===== src/rtl/uepc_pkg.sv =====
// constants and types for the endpoint 1-3 control block
package uepc_pkg;
  // register indices; byte address on the bus is four times the index
  localparam logic [7:0] IDX_FRAME_CTRL    = 8'h01;
  localparam logic [7:0] IDX_EP_INDEX      = 8'h0E;
  localparam logic [7:0] IDX_IN_CTRL_LOW   = 8'h11;
  localparam logic [7:0] IDX_IN_CTRL_HIGH  = 8'h12;
  localparam logic [7:0] IDX_OUT_CTRL_LOW  = 8'h14;
  localparam logic [7:0] IDX_OUT_CTRL_HIGH = 8'h15;
  localparam logic [7:0] IDX_OUT_CNT_LOW   = 8'h16;
  localparam logic [7:0] IDX_OUT_CNT_HIGH  = 8'h17;
  localparam logic [7:0] REG_RESET         = 8'h00;
  // in_endpoint_control_low fields
  localparam int IN_PRDY_BIT   = 0;
  localparam int IN_NEMPTY_BIT = 1;
  localparam int IN_UNDRN_BIT  = 2;
  localparam int IN_FLUSH_BIT  = 3;
  localparam int IN_SREQ_BIT   = 4;
  localparam int IN_SSENT_BIT  = 5;
  localparam int IN_CLRT_BIT   = 6;
  // in_endpoint_control_high fields
  localparam int CFG_SPLIT_BIT = 2;
  localparam int CFG_FTOG_BIT  = 3;
  localparam int CFG_DIR_BIT   = 5;
  localparam int CFG_ISO_BIT   = 6;
  localparam int CFG_DB_BIT    = 7;
  localparam logic [7:0] IN_CFG_MASK  = 8'hEC;
  localparam logic [7:0] OUT_CFG_MASK = 8'hC0;
  // out_endpoint_control_low fields
  localparam int OUT_PRDY_BIT  = 0;
  localparam int OUT_FULL_BIT  = 1;
  localparam int OUT_OVRN_BIT  = 2;
  localparam int OUT_DERR_BIT  = 3;
  localparam int OUT_FLUSH_BIT = 4;
  localparam int OUT_SREQ_BIT  = 5;
  localparam int OUT_SSENT_BIT = 6;
  localparam int OUT_CLRT_BIT  = 7;
  // frame control field
  localparam int FRM_DEFER_BIT = 0;
  // packet counts
  localparam int PKT_DEPTH = 2;
  localparam int CNT_W     = 10;
  localparam int CNT_LOW_W = 8;
  // handshake answer to the serial engine
  typedef enum logic [2:0] {
    HS_NONE  = 3'b000,
    HS_DATA  = 3'b001,
    HS_ZLP   = 3'b010,
    HS_NAK   = 3'b011,
    HS_STALL = 3'b100,
    HS_ACK   = 3'b101
  } uepc_hs_t;
endpackage


===== src/rtl/uepc_in_ep.sv =====
// status and control of one IN endpoint
`timescale 1ns/1ps
module uepc_in_ep
#(
  parameter int DEPTH = uepc_pkg::PKT_DEPTH
)
(
  input  wire logic              clk,
  input  wire logic              rst,
  input  wire logic              wr_lo,
  input  wire logic [7:0]        wdata,
  input  wire logic              db,
  input  wire logic              iso,
  input  wire logic              ftog,
  input  wire logic              defer,
  input  wire logic              token,
  input  wire logic              host_ack,
  input  wire logic              sof,
  output logic      [7:0]        rd_lo,
  output uepc_pkg::uepc_hs_t     hs,
  output logic                   toggle,
  output logic                   irq
);
  import uepc_pkg::*;
  initial if (DEPTH != 2) $error("uepc_in_ep: DEPTH must be 2");
  logic [1:0] cnt_reg;
  logic       sreq_reg;
  logic       ssent_reg;
  logic       undrn_reg;
  logic       tog_reg;
  logic       held_reg;
  logic       pend_reg;
  logic       irq_reg;
  logic [1:0] cap;
  logic       load;
  logic       flush;
  logic       stalling;
  logic       can_send;
  logic       sent;
  logic       prdy;
  assign cap      = db ? 2'(DEPTH) : 2'd1;
  assign load     = wr_lo & wdata[IN_PRDY_BIT] & (cnt_reg < cap);
  assign flush    = wr_lo & wdata[IN_FLUSH_BIT] & (cnt_reg != 2'd0);
  assign stalling = sreq_reg & ~iso;
  assign can_send = (cnt_reg != 2'd0) & ~held_reg;
  assign sent     = token & ~stalling & can_send;
  // ready reads one only while no slot is free, and never while withheld
  assign prdy     = ~held_reg & (db ? (cnt_reg == 2'd2) : (cnt_reg != 2'd0));
  always_comb
  begin
    if (!token)
      hs = HS_NONE;
    else if (stalling)
      hs = HS_STALL;
    else if (can_send)
      hs = HS_DATA;
    else if (iso)
      hs = HS_ZLP;
    else
      hs = HS_NAK;
  end
  always_ff @(posedge clk)
  begin
    if (rst)
      cnt_reg <= 2'd0;
    else if (token & stalling)
      cnt_reg <= 2'd0;
    else
      cnt_reg <= cnt_reg - 2'(sent | flush) + 2'(load);
  end
  always_ff @(posedge clk)
  begin
    if (rst)
      held_reg <= 1'b0;
    else if (load & iso & defer)
      held_reg <= 1'b1;
    else if (sof)
      held_reg <= 1'b0;
  end
  always_ff @(posedge clk)
  begin
    if (rst)
      sreq_reg <= 1'b0;
    else if (wr_lo)
      sreq_reg <= wdata[IN_SREQ_BIT];
  end
  always_ff @(posedge clk)
  begin
    if (rst)
      ssent_reg <= 1'b0;
    else if (token & stalling)
      ssent_reg <= 1'b1;
    else if (wr_lo & ~wdata[IN_SSENT_BIT])
      ssent_reg <= 1'b0;
  end
  always_ff @(posedge clk)
  begin
    if (rst)
      undrn_reg <= 1'b0;
    else if (token & ~stalling & ~can_send)
      undrn_reg <= 1'b1;
    else if (wr_lo & ~wdata[IN_UNDRN_BIT])
      undrn_reg <= 1'b0;
  end
  always_ff @(posedge clk)
  begin
    if (rst)
      pend_reg <= 1'b0;
    else if (sent)
      pend_reg <= 1'b1;
    else if (host_ack | token)
      pend_reg <= 1'b0;
  end
  always_ff @(posedge clk)
  begin
    if (rst)
      tog_reg <= 1'b0;
    else if (wr_lo & wdata[IN_CLRT_BIT])
      tog_reg <= 1'b0;
    else if (sent & ftog)
      tog_reg <= ~tog_reg;
    else if (host_ack & pend_reg & ~ftog)
      tog_reg <= ~tog_reg;
  end
  always_ff @(posedge clk)
  begin
    if (rst)
      irq_reg <= 1'b0;
    else
      irq_reg <= sent | (token & stalling) | flush;
  end
  // clear-toggle and flush strobes read back as zero
  assign rd_lo  = {1'b0, 1'b0, ssent_reg, sreq_reg, 1'b0, undrn_reg,
                   cnt_reg != 2'd0, prdy};
  assign toggle = tog_reg;
  assign irq    = irq_reg;
endmodule // uepc_in_ep


===== src/rtl/uepc_out_ep.sv =====
// status, control and length queue of one OUT endpoint
`timescale 1ns/1ps
module uepc_out_ep
#(
  parameter int DEPTH = uepc_pkg::PKT_DEPTH
)
(
  input  wire logic                      clk,
  input  wire logic                      rst,
  input  wire logic                      wr_lo,
  input  wire logic [7:0]                wdata,
  input  wire logic                      db,
  input  wire logic                      iso,
  input  wire logic                      pkt,
  input  wire logic [uepc_pkg::CNT_W-1:0] len,
  input  wire logic                      crc_err,
  output logic      [7:0]                rd_lo,
  output logic      [uepc_pkg::CNT_W-1:0] count,
  output uepc_pkg::uepc_hs_t             hs,
  output logic                           toggle,
  output logic                           irq
);
  import uepc_pkg::*;
  initial if (DEPTH != 2) $error("uepc_out_ep: DEPTH must be 2");
  logic [CNT_W-1:0] len_mem [DEPTH];
  logic [DEPTH-1:0] err_mem;
  logic       wp_reg;
  logic       rp_reg;
  logic [1:0] cnt_reg;
  logic [1:0] cnt_next;
  logic       prdy_reg;
  logic       sreq_reg;
  logic       ssent_reg;
  logic       ovrn_reg;
  logic       tog_reg;
  logic       irq_reg;
  logic [1:0] cap;
  logic       stalling;
  logic       room;
  logic       accept;
  logic       pop;
  logic       full;
  assign cap      = db ? 2'(DEPTH) : 2'd1;
  assign stalling = sreq_reg & ~iso;
  assign room     = cnt_reg < cap;
  assign accept   = pkt & ~stalling & room & (iso | ~crc_err);
  assign pop      = wr_lo & (cnt_reg != 2'd0) &
                    ((prdy_reg & ~wdata[OUT_PRDY_BIT]) | wdata[OUT_FLUSH_BIT]);
  assign cnt_next = cnt_reg + 2'(accept) - 2'(pop);
  assign full     = db ? (cnt_reg == 2'd2) : (cnt_reg == 2'd1);
  always_comb
  begin
    if (!pkt || (crc_err && !iso))
      hs = HS_NONE;
    else if (stalling)
      hs = HS_STALL;
    else if (iso)
      hs = HS_NONE;
    else if (room)
      hs = HS_ACK;
    else
      hs = HS_NAK;
  end
  always_ff @(posedge clk)
  begin
    if (accept)
    begin
      len_mem[wp_reg] <= len;
      err_mem[wp_reg] <= crc_err;
    end
  end
  always_ff @(posedge clk)
  begin
    if (rst)
    begin
      wp_reg  <= 1'b0;
      rp_reg  <= 1'b0;
      cnt_reg <= 2'd0;
    end
    else
    begin
      wp_reg  <= wp_reg ^ accept;
      rp_reg  <= rp_reg ^ pop;
      cnt_reg <= cnt_next;
    end
  end
  always_ff @(posedge clk)
  begin
    if (rst)
      prdy_reg <= 1'b0;
    else if (pop)
      prdy_reg <= cnt_next != 2'd0;
    else if (accept)
      prdy_reg <= 1'b1;
  end
  always_ff @(posedge clk)
  begin
    if (rst)
      sreq_reg <= 1'b0;
    else if (wr_lo)
      sreq_reg <= wdata[OUT_SREQ_BIT];
  end
  always_ff @(posedge clk)
  begin
    if (rst)
      ssent_reg <= 1'b0;
    else if (pkt & stalling)
      ssent_reg <= 1'b1;
    else if (wr_lo & ~wdata[OUT_SSENT_BIT])
      ssent_reg <= 1'b0;
  end
  always_ff @(posedge clk)
  begin
    if (rst)
      ovrn_reg <= 1'b0;
    else if (pkt & iso & ~room)
      ovrn_reg <= 1'b1;
    else if (wr_lo & ~wdata[OUT_OVRN_BIT])
      ovrn_reg <= 1'b0;
  end
  always_ff @(posedge clk)
  begin
    if (rst)
      tog_reg <= 1'b0;
    else if (wr_lo & wdata[OUT_CLRT_BIT])
      tog_reg <= 1'b0;
    else if (accept & ~iso)
      tog_reg <= ~tog_reg;
  end
  always_ff @(posedge clk)
  begin
    if (rst)
      irq_reg <= 1'b0;
    else
      irq_reg <= (pop & (cnt_next != 2'd0)) | (accept & ~prdy_reg & ~pop) |
                 (pkt & stalling) | (pkt & iso & ~room);
  end
  // data error follows the packet at the head, so clearing ready clears it
  assign rd_lo  = {1'b0, ssent_reg, sreq_reg, 1'b0, prdy_reg & err_mem[rp_reg],
                   ovrn_reg, full, prdy_reg};
  // count reads zero while no packet is ready, so reset leaves no stale length
  assign count  = prdy_reg ? len_mem[rp_reg] : '0;
  assign toggle = tog_reg;
  assign irq    = irq_reg;
endmodule // uepc_out_ep


===== src/rtl/uepc_ctrl.sv =====
// wishbone register file and link handling for endpoints 1 to 3
//
// Register access over Wishbone was decided locally.
`timescale 1ns/1ps
// Notes on behaviour
// - IN clear-toggle write zeroes toggle, reads zero
// - IN stall sent: flag, flush, ready cleared
// - IN stall request answers STALL, not iso
// - IN flush drops one packet, self clears
// - underrun on iso empty token or NAK
// - fifo not empty shows IN packets held
// - IN ready cleared on send or free slot
// - IN interrupt for transmitted packet, stall sent or flush
// - separate IN and OUT double buffer enables
// - per direction iso or bulk select bit
// - direction select applies only when unsplit
// - toggle advances on ACK, or always forced
// - split gives IN upper, OUT lower half; here split only lets both directions answer
// - OUT packet sets ready and interrupts
// - OUT stall request answers STALL, flags, interrupts
// - second buffered OUT packet re-sets ready, interrupts
// - iso OUT overrun drops packet, flags, interrupts
// - iso OUT bad CRC stored, error flag
// - OUT flush drops next packet, self clears
// - OUT full per double buffer setting
// - OUT clear-toggle write zeroes toggle, reads zero
// - OUT count low byte valid with ready
// - endpoint index selects visible register set
// - deferred iso IN packets wait for SOF
// - OUT count high two bits separately
module uepc_ctrl
#(
  parameter int NUM_EP = 3,
  parameter int ADDR_W = 10
)
(
  input  wire logic                         CLK,
  input  wire logic                         RST,
  input  wire logic                         CYC_I,
  input  wire logic                         STB_I,
  input  wire logic                         WE_I,
  input  wire logic [ADDR_W-1:0]            ADR_I,
  input  wire logic [3:0]                   SEL_I,
  input  wire logic [31:0]                  DAT_I,
  output logic      [31:0]                  DAT_O,
  output logic                              ACK_O,
  input  wire logic [1:0]                   TOKEN_EP,
  input  wire logic                         IN_TOKEN,
  input  wire logic                         IN_HOST_ACK,
  input  wire logic                         SOF,
  input  wire logic                         OUT_DATA_VALID,
  input  wire logic [uepc_pkg::CNT_W-1:0]   OUT_BYTE_COUNT,
  input  wire logic                         OUT_CRC_ERROR,
  output uepc_pkg::uepc_hs_t                IN_HANDSHAKE,
  output logic                              IN_DATA_TOGGLE,
  output uepc_pkg::uepc_hs_t                OUT_HANDSHAKE,
  output logic                              OUT_DATA_TOGGLE,
  output logic      [NUM_EP-1:0]            IN_IRQ,
  output logic      [NUM_EP-1:0]            OUT_IRQ
);
  import uepc_pkg::*;
  initial
  begin
    if (NUM_EP < 1 || NUM_EP > 3)
      $error("uepc_ctrl: NUM_EP must be 1 to 3");
    if (ADDR_W < 10)
      $error("uepc_ctrl: ADDR_W must be at least 10");
  end
  logic [1:0]         index_reg;
  logic               defer_reg;
  logic [7:0]         in_cfg_reg  [NUM_EP];
  logic [7:0]         out_cfg_reg [NUM_EP];
  logic               ack_reg;
  logic [31:0]        dat_reg;
  uepc_hs_t           in_hs_reg;
  uepc_hs_t           out_hs_reg;
  logic               in_tog_reg;
  logic               out_tog_reg;
  logic [NUM_EP-1:0]  in_irq_reg;
  logic [NUM_EP-1:0]  out_irq_reg;
  logic               req;
  logic               wr;
  logic [7:0]         ridx;
  logic [7:0]         wbyte;
  logic [7:0]         rbyte;
  logic               sel_ok;
  int                 sel_ep;
  int                 tok_ep;
  logic [NUM_EP-1:0]  in_wr_lo;
  logic [NUM_EP-1:0]  out_wr_lo;
  logic [NUM_EP-1:0]  in_active;
  logic [NUM_EP-1:0]  out_active;
  logic [NUM_EP-1:0]  in_tok;
  logic [NUM_EP-1:0]  out_pkt;
  logic [NUM_EP-1:0]  in_tog;
  logic [NUM_EP-1:0]  out_tog;
  logic [NUM_EP-1:0]  in_irq;
  logic [NUM_EP-1:0]  out_irq;
  logic [7:0]         in_rd   [NUM_EP];
  logic [7:0]         out_rd  [NUM_EP];
  logic [CNT_W-1:0]   out_cnt [NUM_EP];
  uepc_hs_t           in_hs   [NUM_EP];
  uepc_hs_t           out_hs  [NUM_EP];
  // bus decode: one access per request, answered the next edge
  assign req    = CYC_I & STB_I & ~ack_reg;
  assign wr     = req & WE_I & SEL_I[0];
  assign ridx   = ADR_I[9:2];
  assign wbyte  = DAT_I[7:0];
  assign sel_ep = int'(index_reg) - 1;
  assign sel_ok = (index_reg != 2'd0) && (int'(index_reg) <= NUM_EP);
  assign tok_ep = int'(TOKEN_EP) - 1;
  always_comb
  begin
    for (int e = 0; e < NUM_EP; e++)
    begin
      in_wr_lo[e]   = wr && sel_ok && (sel_ep == e) && (ridx == IDX_IN_CTRL_LOW);
      out_wr_lo[e]  = wr && sel_ok && (sel_ep == e) && (ridx == IDX_OUT_CTRL_LOW);
      // unsplit endpoints serve only the selected direction
      in_active[e]  = in_cfg_reg[e][CFG_SPLIT_BIT] | in_cfg_reg[e][CFG_DIR_BIT];
      out_active[e] = in_cfg_reg[e][CFG_SPLIT_BIT] | ~in_cfg_reg[e][CFG_DIR_BIT];
      in_tok[e]     = IN_TOKEN && (tok_ep == e) && in_active[e];
      out_pkt[e]    = OUT_DATA_VALID && (tok_ep == e) && out_active[e];
    end
  end
  always_ff @(posedge CLK)
  begin
    if (RST)
      index_reg <= 2'd0;
    else if (wr && ridx == IDX_EP_INDEX)
      index_reg <= wbyte[1:0];
  end
  always_ff @(posedge CLK)
  begin
    if (RST)
      defer_reg <= 1'b0;
    else if (wr && ridx == IDX_FRAME_CTRL)
      defer_reg <= wbyte[FRM_DEFER_BIT];
  end
  always_ff @(posedge CLK)
  begin
    for (int e = 0; e < NUM_EP; e++)
    begin
      if (RST)
      begin
        in_cfg_reg[e]  <= REG_RESET;
        out_cfg_reg[e] <= REG_RESET;
      end
      else if (wr && sel_ok && sel_ep == e)
      begin
        if (ridx == IDX_IN_CTRL_HIGH)
          in_cfg_reg[e] <= wbyte & IN_CFG_MASK;
        if (ridx == IDX_OUT_CTRL_HIGH)
          out_cfg_reg[e] <= wbyte & OUT_CFG_MASK;
      end
    end
  end
  genvar g;
  generate
    for (g = 0; g < NUM_EP; g++)
    begin : g_ep
      uepc_in_ep #(.DEPTH(PKT_DEPTH)) u_in
      (
        .clk      (CLK),
        .rst      (RST),
        .wr_lo    (in_wr_lo[g]),
        .wdata    (wbyte),
        .db       (in_cfg_reg[g][CFG_DB_BIT]),
        .iso      (in_cfg_reg[g][CFG_ISO_BIT]),
        .ftog     (in_cfg_reg[g][CFG_FTOG_BIT]),
        .defer    (defer_reg),
        .token    (in_tok[g]),
        .host_ack (IN_HOST_ACK && (tok_ep == g)),
        .sof      (SOF),
        .rd_lo    (in_rd[g]),
        .hs       (in_hs[g]),
        .toggle   (in_tog[g]),
        .irq      (in_irq[g])
      );
      uepc_out_ep #(.DEPTH(PKT_DEPTH)) u_out
      (
        .clk      (CLK),
        .rst      (RST),
        .wr_lo    (out_wr_lo[g]),
        .wdata    (wbyte),
        .db       (out_cfg_reg[g][CFG_DB_BIT]),
        .iso      (out_cfg_reg[g][CFG_ISO_BIT]),
        .pkt      (out_pkt[g]),
        .len      (OUT_BYTE_COUNT),
        .crc_err  (OUT_CRC_ERROR),
        .rd_lo    (out_rd[g]),
        .count    (out_cnt[g]),
        .hs       (out_hs[g]),
        .toggle   (out_tog[g]),
        .irq      (out_irq[g])
      );
    end
  endgenerate
  // read mux; unmapped addresses and index zero read as zero
  always_comb
  begin
    rbyte = REG_RESET;
    case (ridx)
      IDX_FRAME_CTRL:
        rbyte = {7'd0, defer_reg};
      IDX_EP_INDEX:
        rbyte = {6'd0, index_reg};
      IDX_IN_CTRL_LOW:
        rbyte = sel_ok ? in_rd[sel_ep] : REG_RESET;
      IDX_IN_CTRL_HIGH:
        rbyte = sel_ok ? in_cfg_reg[sel_ep] : REG_RESET;
      IDX_OUT_CTRL_LOW:
        rbyte = sel_ok ? out_rd[sel_ep] : REG_RESET;
      IDX_OUT_CTRL_HIGH:
        rbyte = sel_ok ? out_cfg_reg[sel_ep] : REG_RESET;
      IDX_OUT_CNT_LOW:
        rbyte = sel_ok ? out_cnt[sel_ep][CNT_LOW_W-1:0] : REG_RESET;
      IDX_OUT_CNT_HIGH:
        rbyte = sel_ok ? {6'd0, out_cnt[sel_ep][CNT_W-1:CNT_LOW_W]} : REG_RESET;
      default:
        rbyte = REG_RESET;
    endcase
  end
  always_ff @(posedge CLK)
  begin
    if (RST)
    begin
      ack_reg <= 1'b0;
      dat_reg <= 32'h0000_0000;
    end
    else
    begin
      ack_reg <= req;
      dat_reg <= (req && !WE_I) ? {24'h00_0000, rbyte} : 32'h0000_0000;
    end
  end
  // link answers registered one edge after the token or packet
  always_ff @(posedge CLK)
  begin
    if (RST)
    begin
      in_hs_reg   <= HS_NONE;
      in_tog_reg  <= 1'b0;
      out_hs_reg  <= HS_NONE;
      out_tog_reg <= 1'b0;
    end
    else
    begin
      in_hs_reg   <= HS_NONE;
      out_hs_reg  <= HS_NONE;
      for (int e = 0; e < NUM_EP; e++)
      begin
        if (in_tok[e])
        begin
          in_hs_reg  <= in_hs[e];
          in_tog_reg <= in_tog[e];
        end
        if (out_pkt[e])
        begin
          out_hs_reg  <= out_hs[e];
          out_tog_reg <= out_tog[e];
        end
      end
    end
  end
  always_ff @(posedge CLK)
  begin
    if (RST)
    begin
      in_irq_reg  <= '0;
      out_irq_reg <= '0;
    end
    else
    begin
      in_irq_reg  <= in_irq;
      out_irq_reg <= out_irq;
    end
  end
  assign DAT_O           = dat_reg;
  assign ACK_O           = ack_reg;
  assign IN_HANDSHAKE    = in_hs_reg;
  assign IN_DATA_TOGGLE  = in_tog_reg;
  assign OUT_HANDSHAKE   = out_hs_reg;
  assign OUT_DATA_TOGGLE = out_tog_reg;
  assign IN_IRQ          = in_irq_reg;
  assign OUT_IRQ         = out_irq_reg;
endmodule // uepc_ctrl


===== config.mk =====
export PLATFORM = sky130hd
export DESIGN_NAME = uepc_ctrl
export DESIGN_NICKNAME = d
export VERILOG_FILES = /design/src/rtl/uepc_pkg.sv /design/src/rtl/uepc_in_ep.sv /design/src/rtl/uepc_out_ep.sv /design/src/rtl/uepc_ctrl.sv
export SDC_FILE = /design/constraint.sdc
export NUM_CORES = 1
export LEC_CHECK = 0
export BUFFER_PORTS_ARGS = -buffer_cell sky130_fd_sc_hd__buf_2
export CAP_MARGIN = 5
export CORE_ASPECT_RATIO = 2
export CORE_UTILIZATION = 40
export CTS_BUF_LIST = sky130_fd_sc_hd__clkbuf_8
export DETAILED_ROUTE_END_ITERATION = 10
export HOLD_SLACK_MARGIN = 0.02
export PLACE_DENSITY_LB_ADDON = 0.05
export SYNTH_ARGS = -nofsm -noshare
export SYNTH_HDL_FRONTEND = slang
export SYNTH_HIERARCHICAL = 1
export SYNTH_SLANG_ARGS = --single-unit

===== constraint.sdc =====
create_clock -name CLK -period 4.62 [get_ports CLK]
set_input_delay 0.924 -clock CLK [delete_from_list [all_inputs] [get_ports CLK]]
set_output_delay 0.924 -clock CLK [all_outputs]
set_load 0.02 [all_outputs]

# [Yosys cells after proc, flatten, opt, wreduce, memory -nomap -nowiden]
# Memories as Yosys holds them, arrays and structs flattened. A register that Yosys moved wholly into a read port is not among the register bits.
# Cells that the tools add are included.
# Widths: inputs -> output; s select.
[op_classes] magnitude_cmp=16 muxes=162 mul=0 eq_ne=21 addsub=14 div_mod_pow=0 n_shift=0 n_bitwise=207 n_reduce_logical=92
[op_table] cell="$and 1x1->1" count=115
[op_table] cell="$mux 1" count=101
[op_table] cell="$mux 3" count=24
[op_table] cell="$mux 8" count=9
[op_table] cell="$reduce_bool 2->1" count=34
[op_table] cell="$logic_not 32->1" count=2
[op_table] cell="$pmux 8 s8" count=1
[op_table] cell="$mux 10" count=5
[op_table] cell="$eq 8x5->1 const B" count=6
[op_table] cell="$not 1->1" count=46
[op_table] cell="$or 1x1->1" count=39
[op_table] cell="$logic_and 1x1->1" count=34
[op_table] cell="$bmux 8 s2" count=2
[op_table] cell="$ge 32x3->1 const B" count=1
[op_table] cell="$not 32->32" count=1
[op_table] cell="$bmux 10 s2" count=1
[op_table] cell="$mux 2" count=10
[op_table] cell="$reduce_or 2->1" count=10
[op_table] cell="$mux 5" count=3
[op_table] cell="$add 2x1->2" count=6
[op_table] cell="$eq 2x2->1 const B" count=6
[op_table] cell="$lt 1x2->1 const B" count=6
[op_table] cell="$lt 2x2->1" count=6
[op_table] cell="$eq 8x1->1 const B" count=1
[op_table] cell="14 further kinds" count=43
[word_totals] rom_bits=0 ff_bits=113 elab_cells=582 n_memories=5 latch_bits=0 mem_bits_rw=81
[memory_table] memory="g_ep[0].u_out.len_mem" words=2 word_bits=10 rd=1 rd_ports_with_merged_regs=1 wr=1 line_no="uepc_out_ep.sv:25" source="logic [CNT_W-1:0] len_mem [DEPTH];"
[memory_table] memory="g_ep[1].u_out.len_mem" words=2 word_bits=10 rd=1 rd_ports_with_merged_regs=1 wr=1 line_no="uepc_out_ep.sv:25"
[memory_table] memory="g_ep[2].u_out.len_mem" words=2 word_bits=10 rd=1 rd_ports_with_merged_regs=1 wr=1 line_no="uepc_out_ep.sv:25"
[memory_table] memory="in_cfg_reg" words=3 word_bits=5 rd=4 rd_ports_with_merged_regs=0 wr=3 line_no="uepc_ctrl.sv:71" source="logic [7:0] in_cfg_reg [NUM_EP];"
[memory_table] memory="out_cfg_reg" words=3 word_bits=2 rd=4 rd_ports_with_merged_regs=0 wr=3 line_no="uepc_ctrl.sv:72" source="logic [7:0] out_cfg_reg [NUM_EP];"

# [Logic depth before layout (Yosys ltp)]
# Gate-level depths: netlist of run 1.
[depth] ltp_word=15 ltp_mapped=15 depth_no_buf=13

# [Hierarchy]
# Netlist of run 1, hierarchy kept.
[by_module_without_submodules] module="uepc_ctrl" area_per_inst_um2=3160.5 instances=1 seq_area_each_um2=1151.1 cells_per_inst=339
[by_module_without_submodules] module="uepc_in_ep" area_per_inst_um2=566.8 instances=3 seq_area_each_um2=180.2 cells_per_inst=65
[by_module_without_submodules] module="uepc_out_ep at g_ep[0].u_out" area_per_inst_um2=1516.5 instances=1 seq_area_each_um2=860.8 cells_per_inst=122
[by_module_without_submodules] module="uepc_out_ep at g_ep[1].u_out" area_per_inst_um2=1512.7 instances=1 seq_area_each_um2=860.8 cells_per_inst=122
[by_module_without_submodules] module="uepc_out_ep at g_ep[2].u_out" area_per_inst_um2=1495.2 instances=1 seq_area_each_um2=860.8 cells_per_inst=122

# [Worst setup path before layout of run 1]
# OpenSTA, ideal clock, no wires.
[synth_timing] path_type="input-to-reg" from="in ADR_I[7]" to="reg g_ep[0].u_out.prdy_reg" path_slack_ns=0.856 arrival_ns=3.677 required_ns=4.534 path_stages=11 path_buffers=0 cell_sequence="or4b_4 or4_4 nor2_1 o21a_1 o21a_1 xnor2_1 ha_1 xor2_1 nor2_1 mux2_4 a221oi_2"
[synth_via] elab_chain_cells=7 elab_cells_between_ends=8 classes_between="1 x add/sub; 1 x eq/ne; 1 x mux; 2 x bitwise; 3 x reduce/logical"
[synth_lines] item="start: declaration" line_no="uepc_ctrl.sv:42" source="input wire logic [ADDR_W-1:0] ADR_I,"
[synth_lines] item="$eq 8x5->1 *" line_no="uepc_ctrl.sv:117" source="out_wr_lo[e] = wr && sel_ok && (sel_ep == e) && (ridx == IDX_OUT_CTRL_LOW);"
[synth_lines] item="$logic_and 1x1->1 *" line_no="uepc_ctrl.sv:117"
[synth_lines] item="named net out_wr_lo[0]" line_no="uepc_ctrl.sv:90" source="logic [NUM_EP-1:0] out_wr_lo;"
[synth_lines] item="$and 1x1->1 * (2 in a row)" line_no="uepc_out_ep.sv:47" source="assign pop = wr_lo & (cnt_reg != 2'd0) &"
[synth_lines] item="$sub 2x1->2" line_no="uepc_out_ep.sv:49" source="assign cnt_next = cnt_reg + 2'(accept) - 2'(pop);"
[synth_lines] item="$reduce_bool 2->1" line_no="uepc_out_ep.sv:92" source="prdy_reg <= cnt_next != 2'd0;"
[synth_lines] item="$mux 1" line_no="uepc_out_ep.sv:91" source="else if (pop)"
[synth_lines] item="end signal: assignment" line_no="uepc_out_ep.sv:90" source="prdy_reg <= 1'b0;"
[synth_lines] item="end signal: assignment" line_no="uepc_out_ep.sv:92"
[synth_lines] item="end signal: assignment" line_no="uepc_out_ep.sv:94" source="prdy_reg <= 1'b1;"
[synth_lines] item="end: declaration" line_no="uepc_out_ep.sv:31" source="logic prdy_reg;"
# Mark *: on every way through the listed nets, which the timed path passes. The rest lies on a longest branch.
# A chain may end at the register's enable or synchronous reset.

# [Worst setup path after layout of run 1]
[layout_timing] from="reg index_reg[1]" to="reg g_ep[2].u_out.prdy_reg"
[layout_via] elab_chain_cells=9 elab_cells_between_ends=12 classes_between="2 x add/sub; 1 x eq/ne; 1 x mux; 2 x bitwise; 6 x reduce/logical"
[layout_lines] item="start: declaration" line_no="uepc_ctrl.sv:69" source="logic [1:0] index_reg;"
[layout_lines] item="start signal: assignment" line_no="uepc_ctrl.sv:130" source="index_reg <= wbyte[1:0];"
[layout_lines] item="$sub 2x1->3 or $reduce_bool 2->1 (tied branches)" line_no="uepc_ctrl.sv:109, uepc_ctrl.sv:110"
[layout_lines] item="$eq 3x3->1 or $logic_and 1x1->1 (tied branches)" line_no="uepc_ctrl.sv:117"
[layout_lines] item="$logic_and 1x1->1 * (2 in a row)" line_no="uepc_ctrl.sv:117"
[layout_lines] item="named net out_wr_lo[2]" line_no="uepc_ctrl.sv:90"
[layout_lines] item="$and 1x1->1 * (2 in a row)" line_no="uepc_out_ep.sv:47"
[layout_lines] item="$sub 2x1->2" line_no="uepc_out_ep.sv:49"
[layout_lines] item="$reduce_bool 2->1" line_no="uepc_out_ep.sv:92"
[layout_lines] item="$mux 1" line_no="uepc_out_ep.sv:91"
[layout_lines] item="end signal: assignment" line_no="uepc_out_ep.sv:90"
[layout_lines] item="end signal: assignment" line_no="uepc_out_ep.sv:92"
[layout_lines] item="end signal: assignment" line_no="uepc_out_ep.sv:94"
[layout_lines] item="end: declaration" line_no="uepc_out_ep.sv:31"
# Marks and branches as above.

==> run metrics, run 1 <==
post-route design area=just under 10000 um^2; DR iter-0 viols=between 300 and 400; die width=~110 um; largest family of logic cells by synthesized area=simple AND/OR/NAND/NOR gates; CP Class=reg -> reg; Post-Synthesis Cells=900; overall power=2.694 mW; fmax=around 260 MHz; final core occ=between 40% and 50%; most frequent cells in the layout=87 x edfxtp_1, 83 x dfxtp_1, 60 x buf_2; clock share of power=between 30% and 40%; critical path data required time=between 5 and 6 ns; vias per std cell=roughly 5.4; CTS resizes=0; Cell Int Power=approximately 2 mW; Post-DP Area=9615 um^2; initial antenna violation count=0; total core area=about 23000 um^2; total CTS buffers=17; drt drc=0; Reg clk slew, reported paths=around 0.08 ns; top_reg_cell synth=edfxtp_1; Wirelength per Cell=about 21 um; Post-CTS Setup Repair Bufs=0; share of cells above drive strength 1=18.02%; pre-CTS setup slack=between 0.3 and 0.4 ns; Period Utilization, post-route=between 80 and 90%; PortBufs=61; Post-synth EDFFs=between 80 and 90; Distinct cells, synth=77; Ys Warns=6; CTS Hold Bufs=0; Global Route Usage Sum=between 20% and 30%; ys async rst share=0%; DR pass1 iterations=6; first-pass GRT wire length=38.93 mm; post-synthesis compound-gate area fraction=13.38%; leak pwr=3.656 nW; Initial Util=40.58%; final setup violation count=0; commonest non-fill, non-tap cell in the layout=edfxtp_1; WP data arrival=~4.2 ns; global route overflow=0; syn_area_per_cell=between 10 and 15 um^2; Synth top area share=27.84%; Synth area leader=edfxtp_1; CTS tree=yes; worst-path maximum fanout=11; H-tree Lvls=4; minimum clock period=around 3.8 ns; # diodes=0; die area=24120 um^2; CTS Buffer Depth=2; largest net degree at the start of global routing=66; Synth area leaders=edfxtp_1 28%, dfxtp_1 18%, mux2i_1 6.3%, buf_4 5.4%, nor2b_1 3.5%; hold_ws=between 0.4 and 0.5 ns; Seq cells post-synth=between 150 and 200; chip height=roughly 220 um; Switch Pwr=0.6824 mW; HP Class=reg -> reg; fill count=approximately 2300; Final #Nets=1018; Top-Level Pins=115; Mapped Area=between 9000 and 10000 um^2; setup TNS=0 ns; status=finished, final reports clean; worst-margin pin slew=~0.86 ns; Worst-Skew Late Latency=~0.50 ns; GP Congestion=roughly 0.87; Routed Wire Length=between 20 and 30 mm; RSZ-0062 raised after global routing=false; final slew viol count=0; critical path capture point type=flip-flop; post-synthesis adder-cell area fraction=approximately 3.3%; CTS Sinks=170; Detailed Place HPWL=just under 20 mm; Vias=roughly 6600; final hold vios=0; sw frac=between 20 and 30%; Finished Layout Cells=1221; mux cell area share after synthesis=around 9.3%; CTS Root Cell=clkbuf_8; sequential area share after synthesis=between 40% and 50%; Pwr per Cell Area=about 270 nW/um^2; Max VDD drop=approximately 0.0002 V; Reg power frac=between 60% and 70%; Comb power frac=roughly 6.4%; Synth Area in Simple Gates=between 10% and 20%; Antenna Violating Nets Remaining=0; Largest register FFs=60; post-route setup slack=between 0.8 and 0.9 ns; Slowest-stage cell, CP=nor3_1; Largest stage delay, worst path=0.47 ns; slew margin rel.=approximately 43%; vias in the first global route=between 6000 and 7000; dpl cells=1189; Worst Setup Start Kind=flip-flop; Max-cap violations=0; Area Growth Syn to Fin=5.879%; Std-Cell Rows=79; crit-path cells=inv_1 > ha_1 > buf_4 > nor3_1 > nand2_1 > nor2_1 > buf_4 > o21a_1 > o21a_1 > xnor2_1 > ha_1 > xor2_1 > and4_1 > nor3_1 > a221oi_1; Clock Skews=~0.011 ns; post-synthesis xor/xnor area fraction=between 1 and 1.5%
[path summary, 6_finish.rpt]
| check | startpoint | endpoint | slack, ns | depth (start not counted) |
|---|---|---|---|---|
| min reg2reg | g_ep[2].u_in/irq$_SDFF_PP0_ | IN_IRQ[2]$_SDFF_PP0_ | 0.45 | 1 |
| max reg2reg | index_reg[1]$_SDFFE_PP0P_ | g_ep[2].u_out/prdy_reg$_SDFFE_PP0P_ | 0.80 | 15 |
| max | index_reg[1]$_SDFFE_PP0P_ | g_ep[2].u_out/prdy_reg$_SDFFE_PP0P_ | 0.80 | 15 |
| min | g_ep[2].u_in/irq$_SDFF_PP0_ | IN_IRQ[2]$_SDFF_PP0_ | 0.45 | 1 |
[power groups by stage]
stage | Sequential [mW] | Combinational (mW) | Clock (mW)
2_1_floorplan | 1.64 | 0.134 | 0
3_3_place_gp | 1.65 | 0.170 | 0
3_5_place_dp | 1.65 | 0.174 | 0
4_1_cts | 1.62 | 0.174 | 0.951
5_1_grt | 1.62 | 0.191 | 1.01
6_report | 1.62 | 0.173 | 0.905
[Yosys cell counts (all sizes together) (13+ instances only)]
cell type	instances
mux2	24
a22oi	13
o21ai	23
nand3	17
and2	22
nor2b	55
mux2i	59
a221oi	15
clkbuf	18
nand2	40
o21bai	13
nor3	17
a21oi	44
nand2b	14
inv	51
buf	83
ha	25
nor2	55
dfxtp	83
edfxtp	87
[cells by family after synthesis]
logic type / after synthesis
AND/OR/NAND/NOR: 275
AO/OA/AOI/OAI: 173
flip-flops: 170
buffers and inverters: 152
multiplexers: 83
adder cells (fa/ha/maj): 25
XOR/XNOR: 15
other: 7
[layer usage]
| layer | wire [um] | vias to the layer above | part of all wire, % | GRT usage, % |
|---|---|---|---|---|
| li1 | - | 3185 | - | - |
| met3 | 652 | 49 | 2.5 | 3.310 |
| met2 | 15050 | 142 | 59 | 44.16 |
| met4 | 1562 | 0 | 6.1 | 15.57 |
| met5 | 0 | - | 0 | 0 |
| met1 | 8405 | 3255 | 33 | 20.88 |
[worst max-delay path: cells and delay by family (launching register included)]
family                     cells  cell delay [ns]
adders and majority gates      2             0.38
buffers and inverters          3             0.46
DFF                            1             0.41
and+or+nand+nor                5             1.39
xor gates and xnor gates       2             0.41
AOI/OAI and AO/OA              3             0.65
[final cells by class]
type | instances | area [um^2] | area share [%]
repair buffers | 75 | 412.9 | 4.155
flip-flops and latches | 170 | 4274 | 43.01
inverters | 51 | 209.0 | 2.103
multi-input cells | 610 | 4365 | 43.93
clock buffers | 17 | 234.0 | 2.355
well taps | 283 | 354.1 | 3.563
clock inverters | 15 | 87.58 | 0.8814
No activity file was read; power rests on OpenSTA's default activity.
==> inputs of run 2 (changes only) <==
==> constraint.sdc (replaced) <==
create_clock -name CLK -period 3.1 [get_ports CLK]
set_input_delay 0.62 -clock CLK [delete_from_list [all_inputs] [get_ports CLK]]
set_output_delay 0.62 -clock CLK [all_outputs]
set_load 0.02 [all_outputs]
==> run 2 against run 1 <==
Net effect: power grew 60%; largest cell class unchanged; via count grew 3.9%; register-to-register slack lost 0.59 ns; final cell count grew 4.6%; combinational power grew 65%; largest power group unchanged; non-clock buffer count grew 56; clock-buffer cell count is the same; worst hold slack lost 0.094 ns.
==> run metrics, run 2 (synthesis results as in run 1) <==
status=finished, final reports clean (unchanged); Largest register FFs=60 (unchanged); final slew viol count=0 (unchanged); Vias=6890 (was 6631); CTS Hold Bufs=0 (unchanged); worst-margin pin slew=0.7512 ns (was 0.8583 ns); H-tree Lvls=4 (unchanged); Clock Skews=0.01422 ns (was 0.01130 ns); Buf/Inv on CP=2 (was 3); worst-path maximum fanout=4 (was 11); Reg clk slew, reported paths=0.09 ns (was 0.08 ns); Max-cap violations=0 (unchanged); CTS tree=yes (unchanged); total CTS buffers=17 (unchanged); Pwr per Cell Area=411.0 nW/um^2 (was 271.2 nW/um^2); critical path data required time=3.52 ns (was 5.02 ns); RSZ-0062 raised after global routing=true (was false); Initial Util=40.58% (unchanged); PortBufs=61 (unchanged); Period Utilization, post-route=97.96%; Global Route Usage Sum=23.60% (was 22.86%); WP data arrival=3.45 ns (was 4.22 ns); share of cells above drive strength 1=24.55% (was 18.02%); dpl cells=1241 (was 1189); Worst-Skew Late Latency=0.51 ns (was 0.50 ns); DR pass1 iterations=5 (was 6); final core occ=45.39% (was 42.96%); Wirelength per Cell=20.91 um (was 21.02 um); Slowest-stage cell, CP=or4b_4 (was nor3_1); total core area=23130 um^2 (unchanged); crit-path cells=buf_2 > or4b_4 > or4_4 > buf_4 > nor2_4 > o21a_1 > o21a_1 > xnor2_1 > ha_2 > xor2_2 > nor2_1 > mux2_4 > a221oi_2 (was inv_1 > ha_1 > buf_4 > nor3_1 > nand2_1 > nor2_1 > buf_4 > o21a_1 > o21a_1 > xnor2_1 > ha_1 > xor2_1 > and4_1 > nor3_1 > a221oi_1); Worst Setup Start Kind=primary input (was flip-flop); Top-Level Pins=115 (unchanged); HP Class=in -> reg (was reg -> reg); Final #Nets=1074 (was 1018); fmax=about 330 MHz; CP delay by family, top=simple AND/OR/NAND/NOR gates (unchanged); Std-Cell Rows=79 (unchanged); vias per std cell=5.395 (was 5.431); Detailed Place HPWL=20.52 mm (was 19.59 mm); CTS Sinks=170 (unchanged); CTS Buffer Depth=2 (unchanged); Area Growth Syn to Fin=11.85% (was 5.879%); most frequent CP cell=o21a_1; drt drc=0 (unchanged); most frequent cells in the layout=87 x edfxtp_1, 83 x dfxtp_1, 71 x buf_4 (was 87 x edfxtp_1, 83 x dfxtp_1, 60 x buf_2); CP Class=in -> reg (was reg -> reg); global route overflow=0 (unchanged); hold_ws=0.3534 ns (was 0.4471 ns); commonest non-fill, non-tap cell in the layout=edfxtp_1 (unchanged); die area=24120 um^2 (unchanged); first-pass GRT wire length=40.04 mm (was 38.93 mm); leak pwr=3.970 nW (was 3.656 nW); Max VDD drop=0.0005803 V (was 0.0002010 V); final setup violation count=0 (unchanged); vias in the first global route=6937 (was 6763); GP Congestion=0.8589 (was 0.8722); DR iter-0 viols=405 (was 309); critical path capture point type=flip-flop (unchanged); CTS Root Cell=clkbuf_8 (unchanged); minimum clock period=approximately 3 ns; Antenna Violating Nets Remaining=0 (unchanged); initial antenna violation count=0 (unchanged); Largest stage delay, worst path=0.53 ns (was 0.47 ns); final hold vios=0 (unchanged); fill count=2281 (was 2319); largest net degree at the start of global routing=52 (was 66); slew margin rel.=49.85% (was 42.70%); Finished Layout Cells=1277 (was 1221); # diodes=0 (unchanged); die width=110.3 um (unchanged); chip height=218.6 um (unchanged); Routed Wire Length=26.70 mm (was 25.67 mm); flop2flop setup slack=0.21 ns (was 0.80 ns)
-- run 2: changes by cell type in the layout (fill, tap and decap cells not counted), moves of 4 or more --
cell      change
inv_6         +6
nor2_1        -4
buf_4        +56
clkinv_1      -4
-- run 2: per-stage QoR --
| step | cell area, um^2 | total power [mW] | setup TNS (ns) | setup slack (ns) |
|---|---|---|---|---|
| floorplan | 9563 | 2.651 | -1.283 | -0.2797 |
| global placement | 10060 | 2.738 | -2.574 | -0.3568 |
| detailed placement | 10060 | 2.743 | -3.245 | -0.4811 |
| CTS | 10460 | 4.362 | 0 | 0.02120 |
| global route | 10500 | 4.475 | -0.01548 | -0.009800 |
| finish | 10500 | 4.314 | 0 | 0.06327 |
-- run 2: timing repair --
action                     CTS  global route
setup buffers                0             4
setup endpoints to repair    0             7
gates resized for setup      0             3
-- run 2: final timing paths --
kind	end	startpoint	depth (start not counted)
max	g_ep[1].u_out/prdy_reg$_SDFFE_PP0P_	ADR_I[7]	13
min	g_ep[2].u_out/len_mem[1][7]$_DFFE_PP_	OUT_BYTE_COUNT[7]	1
max reg2reg	g_ep[2].u_out/prdy_reg$_SDFFE_PP0P_	index_reg[1]$_SDFFE_PP0P_	14
min reg2reg	OUT_IRQ[2]$_SDFF_PP0_	g_ep[2].u_out/irq$_SDFF_PP0_	1
-- run 2: cell type report --
| type | count | area (um^2) | share of cell area, % |
|---|---|---|---|
| Clock inverter | 15 | 160.2 | 1.526 |
| Timing Repair Buffer | 131 | 833.3 | 7.938 |
| Inverter | 51 | 209.0 | 1.990 |
| Clock buffer | 17 | 234.0 | 2.229 |
| Sequential cell | 170 | 4274 | 40.72 |
| Multi-Input combinational cell | 610 | 4433 | 42.23 |
| Tap cell | 283 | 354.1 | 3.373 |
-- run 2: routing by layer --
layer	up-vias	track usage, %	share of wire, %
met2	178	44.08	57
met4	0	16.27	6.7
met5	-	0	0
met3	72	4.563	3.3
met1	3347	22.12	33
li1	3293	-	-
-- run 2: report_power, final --
group	switching [mW]	leakage, nW	internal (mW)	total [mW]
clock network	0.892	0.200	0.728	1.62
logic	0.188	2.29	0.0987	0.286
registers	0.0235	1.48	2.38	2.41
total	1.10	3.97	3.21	4.31
-- run 2: worst reg2reg max path, cell delays in order, from the launching register on --
cell,delay [ns]
dfxtp_1,0.35
inv_1,0.10
ha_1,0.23
nor3_2,0.18
buf_4,0.17
nand2_1,0.16
nor2_4,0.19
o21a_1,0.15
o21a_1,0.15
xnor2_1,0.13
ha_2,0.21
xor2_2,0.19
and4_1,0.24
nor3_2,0.05
a221oi_1,0.29
